==> src/design/flm_pkg.sv <==
/*
  monitor constants: registers, fields, reset values, events, timing.
  assumes a 25 MHz clock and a word-addressed bus.
*/
package flm_pkg;

  // timing
  localparam int CLK_HZ         = 25_000_000;
  localparam int RESET_HOLD_MS  = 100;
  localparam int RESET_HOLD_CYC = RESET_HOLD_MS * (CLK_HZ / 1000);
  localparam int DRIFT_SAMPLES  = 64;

  // register word indices (byte address is four times the index)
  localparam logic [3:0] REG_CTRL   = 4'h0;
  localparam logic [3:0] REG_ULINE  = 4'h1;
  localparam logic [3:0] REG_IABS   = 4'h2;
  localparam logic [3:0] REG_IREL   = 4'h3;
  localparam logic [3:0] REG_RMASK  = 4'h4;
  localparam logic [3:0] REG_STATUS = 4'h5;
  localparam logic [3:0] REG_REF    = 4'h6;
  localparam logic [3:0] REG_FBUF   = 4'h7;

  // control fields
  localparam int CTRL_REL       = 0;
  localparam int CTRL_CLOSED    = 1;
  localparam int CTRL_PULSE_OFF = 2;
  localparam int CTRL_STAT_SEL  = 3;

  // percent limits
  localparam logic [6:0] PCT_OVER_MAX  = 7'h64;
  localparam logic [6:0] PCT_UNDER_MAX = 7'h63;
  localparam logic [7:0] PCT_FULL      = 8'h64;

  // event register bits
  localparam int EV_W     = 8;
  localparam int EV_VOLT  = 0;
  localparam int EV_UNDER = 1;
  localparam int EV_OVER  = 2;
  localparam int EV_LIMIT = 3;
  localparam int EV_LOCK  = 4;
  localparam int EV_OTEMP = 5;
  localparam int EV_RESET = 6;
  localparam logic [7:0] FAULT_MASK = 8'h27;

  // synchroniser slots
  localparam int PIN_LOCK  = 0;
  localparam int PIN_MAINS = 1;
  localparam int PIN_OTEMP = 2;

  // reset values
  localparam logic [31:0] CTRL_RST  = 32'h0000_0000;
  localparam logic [31:0] ULINE_RST = 32'h0114_00b8;
  localparam logic [31:0] IABS_RST  = 32'hffff_0000;
  localparam logic [31:0] IREL_RST  = 32'h0014_0014;
  localparam logic [31:0] RMASK_RST = 32'h0000_0867;

endpackage : flm_pkg

==> src/design/flm_monitor.sv <==
/*
  fault and limit monitor: line voltage window,
  absolute or relative current limits, drifting reference,
  event register, relays, lamps, pulse inhibit, fault buffer,
  on an avalon-mm slave with waitrequest.
  assumes core_clk measurements with a meas_valid strobe;
  lock, mains and overtemp are raw pins.
*/
// Chosen here: the placing of the registers and the Avalon-MM slave port.
// Contract
// (RQ1) limit relay closes when current, voltage or power maximum is exceeded
// (RQ2) limit relay releases once no maximum is exceeded any more
// (RQ3) alarm relay activates on any detected fault
// (RQ4) closed-circuit setting chooses whether alarm relay closes or opens on fault
// (RQ5) each relay has a configurable set of indications that switch it
// (RQ6) each relay can be assigned to selectable event register entries
// (RQ7) any fault lights the fault lamp and switches the fault relay
// (RQ8) faults are recorded in a buffer readable once status line selected
// (RQ9) with pulse shutdown enabled, firing is inhibited together with fault
// (RQ10) phase voltages are checked against min and max line limits
// (RQ11) absolute mode compares rms current with under and over limits
// (RQ12) indication when current below lower or above upper limit
// (RQ13) relative mode captures current after reset or lock as reference
// (RQ14) reset runs automatically after startup, restart and mains loss
// (RQ15) slow drift moves the reference so present current stays at 100%
// (RQ16) fast rise over the reference flags relative overcurrent
// (RQ17) fast fall under the reference flags relative undercurrent
// (RQ18) power lamp green in operation, red while reset active
// (RQ19) limit lamp lights with the limit relay
// (RQ20) pulse-lock lamp lights while controller lock is active
// (RQ21) relative over limit 0 to 100%, under limit 0 to 99%
`timescale 1ns/100ps
module flm_monitor #(
  parameter int RESET_CYCLES = flm_pkg::RESET_HOLD_CYC,
  parameter int DRIFT_N      = flm_pkg::DRIFT_SAMPLES,
  parameter int FBUF_DEPTH   = 8
) (
  input  wire logic               core_clk,
  input  wire logic               rst,
  input  wire logic [3:0]         avs_address,
  input  wire logic               avs_read,
  input  wire logic               avs_write,
  input  wire logic [31:0]        avs_writedata,
  input  wire logic [3:0]         avs_byteenable,
  output logic [31:0]             avs_readdata,
  output logic                    avs_waitrequest,
  input  wire logic               meas_valid,
  input  wire logic [2:0][15:0]   line_volt,
  input  wire logic [15:0]        load_curr,
  input  wire logic               lim_curr_max,
  input  wire logic               lim_volt_max,
  input  wire logic               lim_power_max,
  input  wire logic               controller_lock_pin,
  input  wire logic               mains_ok_pin,
  input  wire logic               overtemp_pin,
  output logic                    alarm_relay,
  output logic                    limit_relay,
  output logic                    spare_relay,
  output logic                    power_lamp_green,
  output logic                    power_lamp_red,
  output logic                    limit_lamp,
  output logic                    fault_lamp,
  output logic                    pulse_lock_lamp,
  output logic                    overtemp_lamp,
  output logic                    pulse_inhibit
);
  import flm_pkg::*;

  localparam int RW  = $clog2(RESET_CYCLES + 1);
  localparam int DW  = $clog2(DRIFT_N);
  localparam int FAW = $clog2(FBUF_DEPTH);

  if (RESET_CYCLES < 1 || DRIFT_N < 2 || (DRIFT_N & (DRIFT_N - 1)) != 0)
  begin : g_bad_param
    $error("flm_monitor: bad RESET_CYCLES or DRIFT_N");
  end

  typedef struct packed {
    logic [2:0]        sync1;
    logic [2:0]        sync2;
    logic              lock_q;
    logic [RW-1:0]     hold_cnt;
    logic              rst_act;
    logic [31:0]       ctrl;
    logic [31:0]       uline;
    logic [31:0]       iabs;
    logic [31:0]       irel;
    logic [31:0]       rmask;
    logic [15:0]       ref_cur;
    logic              ref_ok;
    logic              cap_pend;
    logic [DW-1:0]     drift_cnt;
    logic              volt_f;
    logic              under_f;
    logic              over_f;
    logic              lim_f;
    logic [EV_W-1:0]   prev_flt;
    logic              ack;
    logic [31:0]       rdata;
    logic              alarm;
    logic              limit;
    logic              spare;
    logic              fault;
    logic              inhibit;
  } flm_state_type;

  flm_state_type st, next_st;

  logic [2:0]       volt_bad;
  logic [EV_W-1:0]  ev;
  logic             fb_push;
  logic             fb_pop;
  logic             fb_clr;
  logic [EV_W-1:0]  fb_head;
  logic [FAW:0]     fb_count;
  logic             fb_ovf;

  // byte-enable merge of a register write
  function automatic logic [31:0] be_merge(input logic [31:0] old,
                                           input logic [31:0] wd,
                                           input logic [3:0]  be);
    logic [31:0] r;
    r = old;
    for (int i = 0; i < 4; i++) begin
      if (be[i]) begin
        r[8*i +: 8] = wd[8*i +: 8];
      end
    end
    return r;
  endfunction : be_merge

  // relay drive from its event mask
  function automatic logic hit(input logic [EV_W-1:0] e,
                               input logic [EV_W-1:0] m);
    return |(e & m);
  endfunction : hit

  // one window check per phase
  for (genvar p = 0; p < 3; p++) begin : g_phase
    flm_window_cmp #(.W(16)) u_win (
      .value        (line_volt[p]),
      .lo           (st.uline[15:0]),
      .hi           (st.uline[31:16]),
      .out_of_range (volt_bad[p])   // RQ10
    );
  end

  // event register
  always_comb begin
    ev           = '0;
    ev[EV_VOLT]  = st.volt_f;
    ev[EV_UNDER] = st.under_f;
    ev[EV_OVER]  = st.over_f;
    ev[EV_LIMIT] = st.lim_f;
    ev[EV_LOCK]  = st.sync2[PIN_LOCK];
    ev[EV_OTEMP] = st.sync2[PIN_OTEMP];
    ev[EV_RESET] = st.rst_act;
  end

  // event push and bus strobes to the fault buffer
  assign fb_push = |(ev & FAULT_MASK & ~st.prev_flt); // RQ8
  assign fb_pop  = avs_read && st.ack && avs_address == REG_FBUF
                   && st.ctrl[CTRL_STAT_SEL];         // RQ8
  assign fb_clr  = avs_write && st.ack && avs_address == REG_FBUF
                   && avs_byteenable[0] && avs_writedata[0];

  flm_fault_buf #(.W(EV_W), .DEPTH(FBUF_DEPTH)) u_fbuf (
    .core_clk  (core_clk),
    .rst       (rst),
    .push      (fb_push),
    .push_data (ev),
    .pop       (fb_pop),
    .clr_ovf   (fb_clr),
    .head      (fb_head),
    .count     (fb_count),
    .overflow  (fb_ovf)
  );

  // next state
  always_comb begin
    logic        req;
    logic        lock_rise;
    logic [24:0] cur100;
    logic [24:0] ref_hi;
    logic [24:0] ref_lo;
    logic        rel_over;
    logic        rel_under;
    logic        act_alarm;
    logic [31:0] wv;
    logic [6:0]  pct;
    req       = avs_read || avs_write;
    lock_rise = st.sync2[PIN_LOCK] && !st.lock_q;
    cur100    = 25'(load_curr) * 25'(PCT_FULL);
    ref_hi    = 25'(st.ref_cur) * (25'(PCT_FULL) + 25'(st.irel[22:16]));
    ref_lo    = 25'(st.ref_cur) * (25'(PCT_FULL) - 25'(st.irel[6:0]));
    rel_over  = st.ref_ok && cur100 > ref_hi;   // RQ16
    rel_under = st.ref_ok && cur100 < ref_lo;   // RQ17
    wv        = '0;
    pct       = '0;
    next_st   = st;

    // pin synchronisers
    next_st.sync1  = {overtemp_pin, mains_ok_pin, controller_lock_pin};
    next_st.sync2  = st.sync1;
    next_st.lock_q = st.sync2[PIN_LOCK];

    // automatic reset hold after startup and mains loss
    if (!st.sync2[PIN_MAINS]) begin
      next_st.rst_act  = 1'b1;                  // RQ14
      next_st.hold_cnt = '0;
    end else if (st.rst_act) begin
      if (st.hold_cnt == RW'(RESET_CYCLES - 1)) begin
        next_st.rst_act = 1'b0;
      end else begin
        next_st.hold_cnt = st.hold_cnt + 1'b1;
      end
    end

    // reference capture after reset or lock
    if (st.rst_act || lock_rise) begin
      next_st.cap_pend  = 1'b1;                 // RQ13
      next_st.ref_ok    = 1'b0;
      next_st.drift_cnt = '0;
    end else if (meas_valid && st.cap_pend) begin
      next_st.ref_cur  = load_curr;             // RQ13
      next_st.ref_ok   = 1'b1;
      next_st.cap_pend = 1'b0;
    end else if (meas_valid && st.ref_ok && !rel_over && !rel_under) begin
      // slow drift: one step toward the present current per DRIFT_N samples
      next_st.drift_cnt = st.drift_cnt + 1'b1;
      if (st.drift_cnt == '1 && load_curr > st.ref_cur) begin
        next_st.ref_cur = st.ref_cur + 1'b1;    // RQ15
      end else if (st.drift_cnt == '1 && load_curr < st.ref_cur) begin
        next_st.ref_cur = st.ref_cur - 1'b1;    // RQ15
      end
    end

    // measurement flags refreshed per sample, limit flag every cycle
    if (meas_valid) begin
      next_st.volt_f = |volt_bad;               // RQ10
      if (st.ctrl[CTRL_REL]) begin
        next_st.under_f = rel_under;            // RQ17
        next_st.over_f  = rel_over;             // RQ16
      end else begin
        next_st.under_f = load_curr < st.iabs[15:0];   // RQ11 RQ12
        next_st.over_f  = load_curr > st.iabs[31:16];  // RQ11 RQ12
      end
    end
    next_st.lim_f    = lim_curr_max || lim_volt_max || lim_power_max; // RQ1 RQ2
    next_st.prev_flt = ev & FAULT_MASK;

    // relays, lamps and pulse inhibit
    act_alarm       = hit(ev, st.rmask[7:0]);                // RQ3 RQ5 RQ6
    next_st.alarm   = st.ctrl[CTRL_CLOSED] ? !act_alarm : act_alarm; // RQ4
    next_st.limit   = hit(ev, st.rmask[15:8]);               // RQ1 RQ2 RQ6
    next_st.spare   = hit(ev, st.rmask[23:16]);              // RQ5 RQ6
    next_st.fault   = |(ev & FAULT_MASK);                    // RQ7
    next_st.inhibit = st.ctrl[CTRL_PULSE_OFF] && |(ev & FAULT_MASK); // RQ9

    // bus: answer one cycle after the request is seen
    next_st.ack = req && !st.ack;
    if (req && !st.ack) begin
      unique case (avs_address)
        REG_CTRL:   next_st.rdata = st.ctrl;
        REG_ULINE:  next_st.rdata = st.uline;
        REG_IABS:   next_st.rdata = st.iabs;
        REG_IREL:   next_st.rdata = st.irel;
        REG_RMASK:  next_st.rdata = st.rmask;
        REG_STATUS: next_st.rdata = {12'h000, 4'(fb_count), 3'h0, st.ref_ok,
                                     st.inhibit, st.spare, st.limit,
                                     st.alarm, ev};
        REG_REF:    next_st.rdata = {16'h0000, st.ref_cur};
        REG_FBUF:   next_st.rdata = st.ctrl[CTRL_STAT_SEL]
                                    ? {22'h0, fb_ovf, fb_count != '0, fb_head}
                                    : 32'h0000_0000;          // RQ8
        default:    next_st.rdata = 32'h0000_0000;
      endcase
    end
    if (avs_write && st.ack) begin
      wv = be_merge(32'h0, avs_writedata, avs_byteenable);
      unique case (avs_address)
        REG_CTRL:  next_st.ctrl  = be_merge(st.ctrl, {28'h0, wv[3:0]},
                                            avs_byteenable);
        REG_ULINE: next_st.uline = be_merge(st.uline, avs_writedata,
                                            avs_byteenable);
        REG_IABS:  next_st.iabs  = be_merge(st.iabs, avs_writedata,
                                            avs_byteenable);
        REG_IREL: begin
          wv = be_merge(st.irel, avs_writedata, avs_byteenable);
          pct = wv[22:16] > PCT_OVER_MAX ? PCT_OVER_MAX : wv[22:16];
          next_st.irel[22:16] = pct;                          // RQ21
          pct = wv[6:0] > PCT_UNDER_MAX ? PCT_UNDER_MAX : wv[6:0];
          next_st.irel[6:0] = pct;                            // RQ21
        end
        REG_RMASK: next_st.rmask = be_merge(st.rmask, {8'h00, avs_writedata[23:0]},
                                            avs_byteenable);
        default: ;
      endcase
    end
  end

  // state register
  always_ff @(posedge core_clk) begin
    if (rst) begin
      st         <= '0;
      st.rst_act <= 1'b1;     // RQ14
      st.ctrl    <= CTRL_RST;
      st.uline   <= ULINE_RST;
      st.iabs    <= IABS_RST;
      st.irel    <= IREL_RST;
      st.rmask   <= RMASK_RST;
      st.cap_pend <= 1'b1;
    end else begin
      st <= next_st;
    end
  end

  // outputs
  assign avs_waitrequest  = (avs_read || avs_write) && !st.ack;
  assign avs_readdata     = st.rdata;
  assign alarm_relay      = st.alarm;
  assign limit_relay      = st.limit;
  assign spare_relay      = st.spare;
  assign power_lamp_green = !st.rst_act;           // RQ18
  assign power_lamp_red   = st.rst_act;            // RQ18
  assign limit_lamp       = st.limit;              // RQ19
  assign fault_lamp       = st.fault;              // RQ7
  assign pulse_lock_lamp  = st.sync2[PIN_LOCK];    // RQ20
  assign overtemp_lamp    = st.sync2[PIN_OTEMP];
  assign pulse_inhibit    = st.inhibit;            // RQ9

endmodule : flm_monitor

==> src/design/flm_window_cmp.sv <==
/*
  window comparator: flags a value outside [lo, hi].
  assumes unsigned bounds.
*/
`timescale 1ns/100ps
module flm_window_cmp #(
  parameter int W = 16
) (
  input  wire logic [W-1:0] value,
  input  wire logic [W-1:0] lo,
  input  wire logic [W-1:0] hi,
  output logic              out_of_range
);
  import flm_pkg::*;

  if (W < 2) begin : g_bad_w
    $error("flm_window_cmp: W too small");
  end

  // below the minimum or above the maximum
  assign out_of_range = (value < lo) || (value > hi);

endmodule : flm_window_cmp

==> src/design/flm_fault_buf.sv <==
/*
  fault buffer: fifo of event snapshots, oldest at the head.
  assumes one clock; when full with no pop in that cycle, new entries set sticky overflow.
*/
`timescale 1ns/100ps
module flm_fault_buf #(
  parameter int W     = 8,
  parameter int DEPTH = 8,
  parameter int AW    = $clog2(DEPTH)
) (
  input  wire logic         core_clk,
  input  wire logic         rst,
  input  wire logic         push,
  input  wire logic [W-1:0] push_data,
  input  wire logic         pop,
  input  wire logic         clr_ovf,
  output logic [W-1:0]      head,
  output logic [AW:0]       count,
  output logic              overflow
);
  import flm_pkg::*;

  if (DEPTH < 2 || (DEPTH & (DEPTH - 1)) != 0) begin : g_bad_depth
    $error("flm_fault_buf: DEPTH must be a power of two");
  end

  typedef struct packed {
    logic [DEPTH-1:0][W-1:0] mem;
    logic [AW-1:0]           wp;
    logic [AW-1:0]           rp;
    logic [AW:0]             cnt;
    logic                    ovf;
  } flm_fbuf_type;

  flm_fbuf_type st, next_st;

  // push, pop and overflow bookkeeping
  always_comb begin
    logic do_push;
    logic do_pop;
    do_pop  = pop && (st.cnt != '0);
    do_push = push && (st.cnt != (AW+1)'(DEPTH) || do_pop);
    next_st = st;
    if (do_push) begin
      next_st.mem[st.wp] = push_data;
      next_st.wp         = st.wp + 1'b1;
    end
    if (do_pop) begin
      next_st.rp = st.rp + 1'b1;
    end
    next_st.cnt = st.cnt + (AW+1)'(do_push) - (AW+1)'(do_pop);
    // a push dropped by a full buffer wins over a clear in the same cycle
    if (push && !do_push) begin
      next_st.ovf = 1'b1;
    end else if (clr_ovf) begin
      next_st.ovf = 1'b0;
    end
  end

  always_ff @(posedge core_clk) begin
    if (rst) begin
      st <= '0;
    end else begin
      st <= next_st;
    end
  end

  assign head     = st.mem[st.rp];
  assign count    = st.cnt;
  assign overflow = st.ovf;

endmodule : flm_fault_buf

==> config.mk <==
export PLATFORM = sky130hd
export DESIGN_NAME = flm_monitor
export DESIGN_NICKNAME = d
export VERILOG_FILES = /design/src/design/flm_pkg.sv /design/src/design/flm_monitor.sv /design/src/design/flm_window_cmp.sv /design/src/design/flm_fault_buf.sv
export SDC_FILE = /design/constraint.sdc
export NUM_CORES = 2
export LEC_CHECK = 0
export BUFFER_PORTS_ARGS = -buffer_cell sky130_fd_sc_hd__buf_4
export CAP_MARGIN = 20
export CELL_PAD_IN_SITES_DETAIL_PLACEMENT = 0
export CELL_PAD_IN_SITES_GLOBAL_PLACEMENT = 2
export CORE_ASPECT_RATIO = 0.6
export CORE_UTILIZATION = 35
export DETAILED_ROUTE_END_ITERATION = 8
export PLACE_DENSITY = 0.82
export SYNTH_ARGS = -nofsm -noshare
export SYNTH_HDL_FRONTEND = slang
export SYNTH_SLANG_ARGS = --single-unit
==> constraint.sdc <==
create_clock -name core_clk -period 7.5 [get_ports core_clk]
set_input_delay 0.75 -clock core_clk [delete_from_list [all_inputs] [get_ports core_clk]]
set_output_delay 0.75 -clock core_clk [all_outputs]
set_load 0.02 [all_outputs]
=== After elaboration in Yosys (flattened, before gate mapping) ===
Index checks and enable logic that the tools add are counted.

* Word-level logic and storage cells: 187
* Flip-flop bits (word level): 285
* Input port bits: 115
* Output and inout bits: 43

* Magnitude comparators: 17
* Reduce and logical (&&, ||, !) cells: 66
* Add/sub/neg operators: 10
* Eq/ne operators: 10
* Multiplexer cells: 25
* Bitwise operators: 9
* Multipliers: 3

{| class="wikitable"
|+ Operators with widths
! cell !! count
|-
| 32-bit one-hot mux with 8 select lines || 1
|-
| 16-bit > comparator || 5
|-
| 16-bit less-than comparator || 5
|-
| 64-bit bitwise mux || 1
|-
| 16-bit 2-to-1 mux || 4
|-
| 7-bit 2-to-1 mux || 8
|-
| 3-bit AND reduction || 13
|-
| 8-bit OR reduction || 4
|-
| 23-bit by 25-bit less-than comparator with 1-bit output || 1
|-
| 17-bit by 8-bit multiplier with 25-bit output || 1
|-
| 7-bit by 8-bit bitwise AND with 8-bit output || 3
|-
| 8-bit binary-select mux with 3-bit select || 1
|-
| 8-bit demux with 3-bit select || 1
|-
| 23-bit by 24-bit > comparator with 1-bit output || 1
|-
| 16-bit by 8-bit multiplier with 24-bit output || 1
|-
| 22-bit by 1-bit adder with 22-bit output, second input constant || 1
|-
| 22-bit == test, second input constant || 1
|-
| 1-bit logical AND || 22
|-
| 16-bit by 5-bit multiplier with 21-bit output, second input constant || 1
|-
| 16-bit by 1-bit adder with 16-bit output, second input constant || 1
|-
| 4-bit by 3-bit == test with 1-bit output, second input constant || 4
|-
| 8-bit 2-to-1 mux || 2
|-
| 16-bit by 1-bit subtractor with 16-bit output, second input constant || 1
|-
| 7-bit > comparator, second input constant || 2
|-
| other kinds (28) || 55
|}

=== Depth between registers and ports, before layout ===
* Depth in word-level cells: 9
* Depth in mapped cells: 38

=== Hierarchy ===
From an unflattened synthesis, not the netlist that was laid out.

* Cells, all modules: 3225
* Area total of the unflattened synthesis: 27551.4 um^2

{| class="wikitable"
|+ Modules (own cells, without submodules)
! module !! times used !! sequential area each (um^2) !! area an instance (um^2) !! cells an instance
|-
| flm_monitor || 1 || 4124.0 || 21415.5 || 2561
|-
| flm_fault_buf || 1 || 1501.4 || 3816.2 || 343
|-
| flm_window_cmp || 3 || 0.0 || 773.2 || 107
|}

=== Worst setup path before layout ===
OpenSTA, ideal clock, no wires.

* Path kind: reg-to-reg
* Start: reg st[106] in the netlist's numbering
* End: reg st[73] in the netlist's numbering
* Setup time: 100 ps
* Cell stages (with the launch flop): 36
* Path slack: -249 ps
* Period minus slack after synthesis: 7749 ps
* Path buffers: 3
* Arrival time: 7650 ps
* Cell sequence: dfxtp_1 -> clkinv_1 -> buf_1 -> ha_1 -> inv_1 -> a21oi_1 -> nand2b_1 -> nand2_1 -> xor2_1 -> clkbuf_1 -> nand2_1 -> fa_1 -> fa_1 -> fa_1 -> inv_1 -> fa_1 -> ha_1 -> o211ai_1 -> o21ai_0 -> o211ai_1 -> nand3b_1 -> a21oi_1 -> o21ai_0 -> a21o_1 -> a21oi_1 -> xor2_1 -> ha_1 -> nor2_1 -> o211ai_1 -> a2111o_1 -> o31a_1 -> and3_4 -> a41o_1 -> buf_6 -> o211a_2 -> a2111oi_4

* Word-level cells in the longest chain between the ends: 8

{| class="wikitable"
|+ Ends and longest elaborated chain
! what !! line !! text
|-
| start, declared || flm_monitor.sv:107 || <nowiki>flm_state_type st, next_st;</nowiki>
|-
| start signal, assigned || flm_monitor.sv:314 || <nowiki>st <= next_st;</nowiki>
|-
| 7-bit by 7-bit subtractor with 8-bit output || flm_monitor.sv:195 || <nowiki>ref_lo = 25'(st.ref_cur) * (25'(PCT_FULL) - 25'(st.irel[6:0]));</nowiki>
|-
| 17-bit by 8-bit multiplier with 25-bit output || flm_monitor.sv:195 ||
|-
| 23-bit by 25-bit less-than comparator with 1-bit output || flm_monitor.sv:197 || <nowiki>rel_under = st.ref_ok && cur100 < ref_lo;</nowiki>
|-
| 1-bit logical AND || flm_monitor.sv:197 ||
|-
| 1-bit logical NOT || flm_monitor.sv:228 || <nowiki>end else if (meas_valid && st.ref_ok && !rel_over && !rel_under) begin</nowiki>
|-
| 1-bit logical AND || flm_monitor.sv:228 ||
|-
| 2-bit nonzero test (no source line) || - ||
|-
| 3-bit AND reduction (no source line) || - ||
|}

No other way between the ends.
A chain may end at the register's enable or synchronous reset.

=== Worst setup path after layout ===
* Start: reg st[124] in the netlist's numbering
* End: reg st[61] in the netlist's numbering

* Word-level cells in the longest chain between the ends: 9

{| class="wikitable"
|+ Ends and longest elaborated chain
! what !! line !! text
|-
| 7-bit by 7-bit adder with 8-bit output || flm_monitor.sv:194 || <nowiki>ref_hi = 25'(st.ref_cur) * (25'(PCT_FULL) + 25'(st.irel[22:16]));</nowiki>
|-
| 16-bit by 8-bit multiplier with 24-bit output || flm_monitor.sv:194 ||
|-
| 23-bit by 24-bit > comparator with 1-bit output || flm_monitor.sv:196 || <nowiki>rel_over = st.ref_ok && cur100 > ref_hi;</nowiki>
|-
| 1-bit logical AND || flm_monitor.sv:196 ||
|-
| 1-bit logical NOT || flm_monitor.sv:228 ||
|-
| 1-bit logical AND (2 in series) || flm_monitor.sv:228 ||
|-
| 2-bit nonzero test (no source line) || - ||
|-
| 3-bit AND reduction (no source line) || - ||
|}

No other way between the ends.

==> metrics.txt <==
Synth async-reset ratio=0%; most frequent cell after synthesis=inv_1; vias in the first global route=21,634; Critical Path Start Type=flip-flop; clock sinks=273; GP Congestion=0.936; CTS Hold Bufs=0; Leakage=14.0 nW; worst r2r path cells=35; DR vias/cell=5.29; RR Endpoint=st[61]$_SDFFE_PP0P_; Avg Cell Area, Syn=8.52 sq um; synth warn=0; Critical Path RT=7.98 ns; Initial Util=35.7%; CTS tree=yes; sequential fraction of the synthesis area=20.6%; Main synth FF type=dfxtp_1; Worst Hold Class=in2reg; Clock Latency Late Sink=0.57 ns; Slew Limit Fails=0; Mapped Cells=~3,100; worst reg-to-reg setup slack=0.02 ns; RSZ-0062 raised after global routing=true; antenna-violating nets left=0; Power Total=4.11 mW; CTS buffer count=24; Synth Register Bits=around 270; commonest cells in the synthesized netlist=414 x inv_1, 363 x ha_1, 356 x nor2_1; final instance area=0.0316 sq mm; Worst path max stage delay=0.54 ns; core area=0.0743 sq mm; nets=~4,000; Final Cycle Share=99.7%; leading post-synthesis cells by cell area=dfxtp_1 21%, ha_1 17%, fa_1 14%; antenna violations before repair=2; Worst Path Arrival=7.95 ns; final setup violating endpoints=0; worst-margin pin slew=1.12 ns; VDD IR max=0.146 mV; dominant cell type by area after synthesis=dfxtp_1; Rows=77; Synth cell types=85; Setup Skew=about 0.027 ns; Remaining DRCs=0; Period minus WS final=7.48 ns; RR Startpoint=st[124]$_SDFFE_PP1P_; status=completed; drt pass-1 iters=7; maximum capacitance violations=0; grt ovf=0; largest net degree at the start of global routing=90; Die W=357 um; Area Overhead vs Synth=19.2%; DRT Wirelength=95.3 mm; PD cells=130 mW/mm^2; Vias=23,074; first-pass GRT wire length=around 140 mm; Hold Crit Start=lim_power_max; layout cell share with drive strength beyond 1=17.4%; Iteration-0 DRC Markers=2,440; IO Pins=158; hold depth=3; Syn Nets=3,775; Post-Syn Area=0.0265 sq mm; placed inst area=0.0298 sq mm; H-tree depth=1; Slew HR=25.1%; WL/cell=21.8 um; f_max=approximately 0.13 GHz; clk slew on worst S/H paths=around 0.08 ns; IO Port Bufs=157; clk buf depth=3; die area=0.0769 sq mm; die height=215 um; Post-synth EDFFs=0; Antenna Cells=0; Hold Path Sink=ev[3]$_SDFF_PP0_; hpwl dp=75.7 mm; CTS Root Cell=clkbuf_16; slowest CP cell=fa_1; top-area cell type share of the netlist area=20.6%; Crit Path Category=reg2reg; CP Max Fanout=8; GRT Overall Usage=24.3%; Final Hold Vio Count=0; nature of the critical path endpoint=flip-flop
[critical path, delay by kind of cell (launching register included)]
kind	cells	cell delay (ns)
xor gates and xnor gates	2	0.38
and+or+nand+nor	6	1.05
buffers and inverters	10	1.06
DFF	1	0.34
AOI/OAI and AO/OA	10	1.77
adders and majority gates	7	2.75
[report_power, final]
part | switching, mW | leakage (nW) | internal (mW)
combinational | 0.713 | 11.3 | 0.487
sequential | 0.0546 | 2.21 | 1.49
clock | 0.617 | 0.411 | 0.756
total | 1.39 | 14.0 | 2.73
[layer usage]
metal / GRT usage (%) / vias up / wire length [um]
met1: 40.6 / 11065 / 49900
met4: 2.93 / 4 / 1260
met5: 0 / - / 30
met3: 8.23 / 77 / 10900
met2: 28.8 / 876 / 33100
li1: - / 11052 / -
[stage by stage]
stage	TNS, ns	hold WS, ns	instances	worst slack [ns]	util (%)
finish	0	0.395	4364	0.0240	42.6
floorplan	0	0.383	3115	0.0439	-
global placement	-6.87	0.392	4304	-0.357	40.1
CTS	0	0.374	4351	0.00551	41.6
detailed placement	-11.04	0.411	4304	-0.543	40.1
global route	-3.43	0.380	4364	-0.243	42.6
[cells in the final DEF, fill, tap and decap left out, drive strengths merged, types with 46 or more instances in the layout]
| cell type | netlist | final |
|---|---|---|
| and2 | 111 | 111 |
| fa | 182 | 182 |
| nor2 | 357 | 357 |
| buf | 44 | 376 |
| ha | 363 | 363 |
| dfxtp | 273 | 273 |
| o21ai | 82 | 82 |
| mux2i | 113 | 113 |
| a21oi | 137 | 137 |
| inv | 414 | 415 |
| xor2 | 46 | 46 |
| nand2 | 219 | 219 |
[how the worst max path moves through the flow]
stage	start	depth (start not counted)	slack, ns	end
finish	st[124]$_SDFFE_PP1P_	35	0.02	st[61]$_SDFFE_PP0P_
global route	st[124]$_SDFFE_PP1P_	33	-0.24	st[61]$_SDFFE_PP0P_
CTS	st[106]$_SDFFE_PP0P_	33	0.006	st[73]$_SDFFE_PP0P_
detailed placement	st[125]$_SDFFE_PP0P_	30	-0.54	st[66]$_SDFFE_PP0P_
global placement	st[124]$_SDFFE_PP1P_	32	-0.36	st[54]$_SDFFE_PP0P_
floorplan	st[106]$_SDFFE_PP0P_	33	0.04	st[73]$_SDFFE_PP0P_
[cells by family after synthesis]
| group | count (synthesis) | share of synthesized area, % |
|---|---|---|
| AOI/OAI and AO/OA | 561 | 14.6 |
| adders and majority gates | 545 | 30.8 |
| xor gates and xnor gates | 90 | 2.97 |
| muxes | 135 | 5.79 |
| and+or+nand+nor | 934 | 16.5 |
| DFF | 273 | 20.6 |
| buffers and inverters | 577 | 8.68 |
[final cells by class]
class / instances / area (sq um)
Multi-Input combinational cell: 2265 / 19500
Sequential cell: 273 / 5480
Timing Repair Buffer: 376 / 2970
Clock inverter: 11 / 150
Fill cell: 7383 / 42700
Inverter: 420 / 1580
Tap cell: 987 / 1230
Clock buffer: 32 / 691
[sequential cells by signal, indices dropped and copies added (netlist names), 3 cells and up]
register and count:
ev 4, avs_readdata 32, u_fbuf.count 4, next_st 3, u_fbuf.st 62, st 159
[repair_timing]
action                                  CTS  global route
pin swaps                                36           128
resized for setup                        61           132
endpoints found under the setup margin   23            24
gates cloned                              1             0
buffers inserted                          3            11
Power figures use the tool's default switching activity.
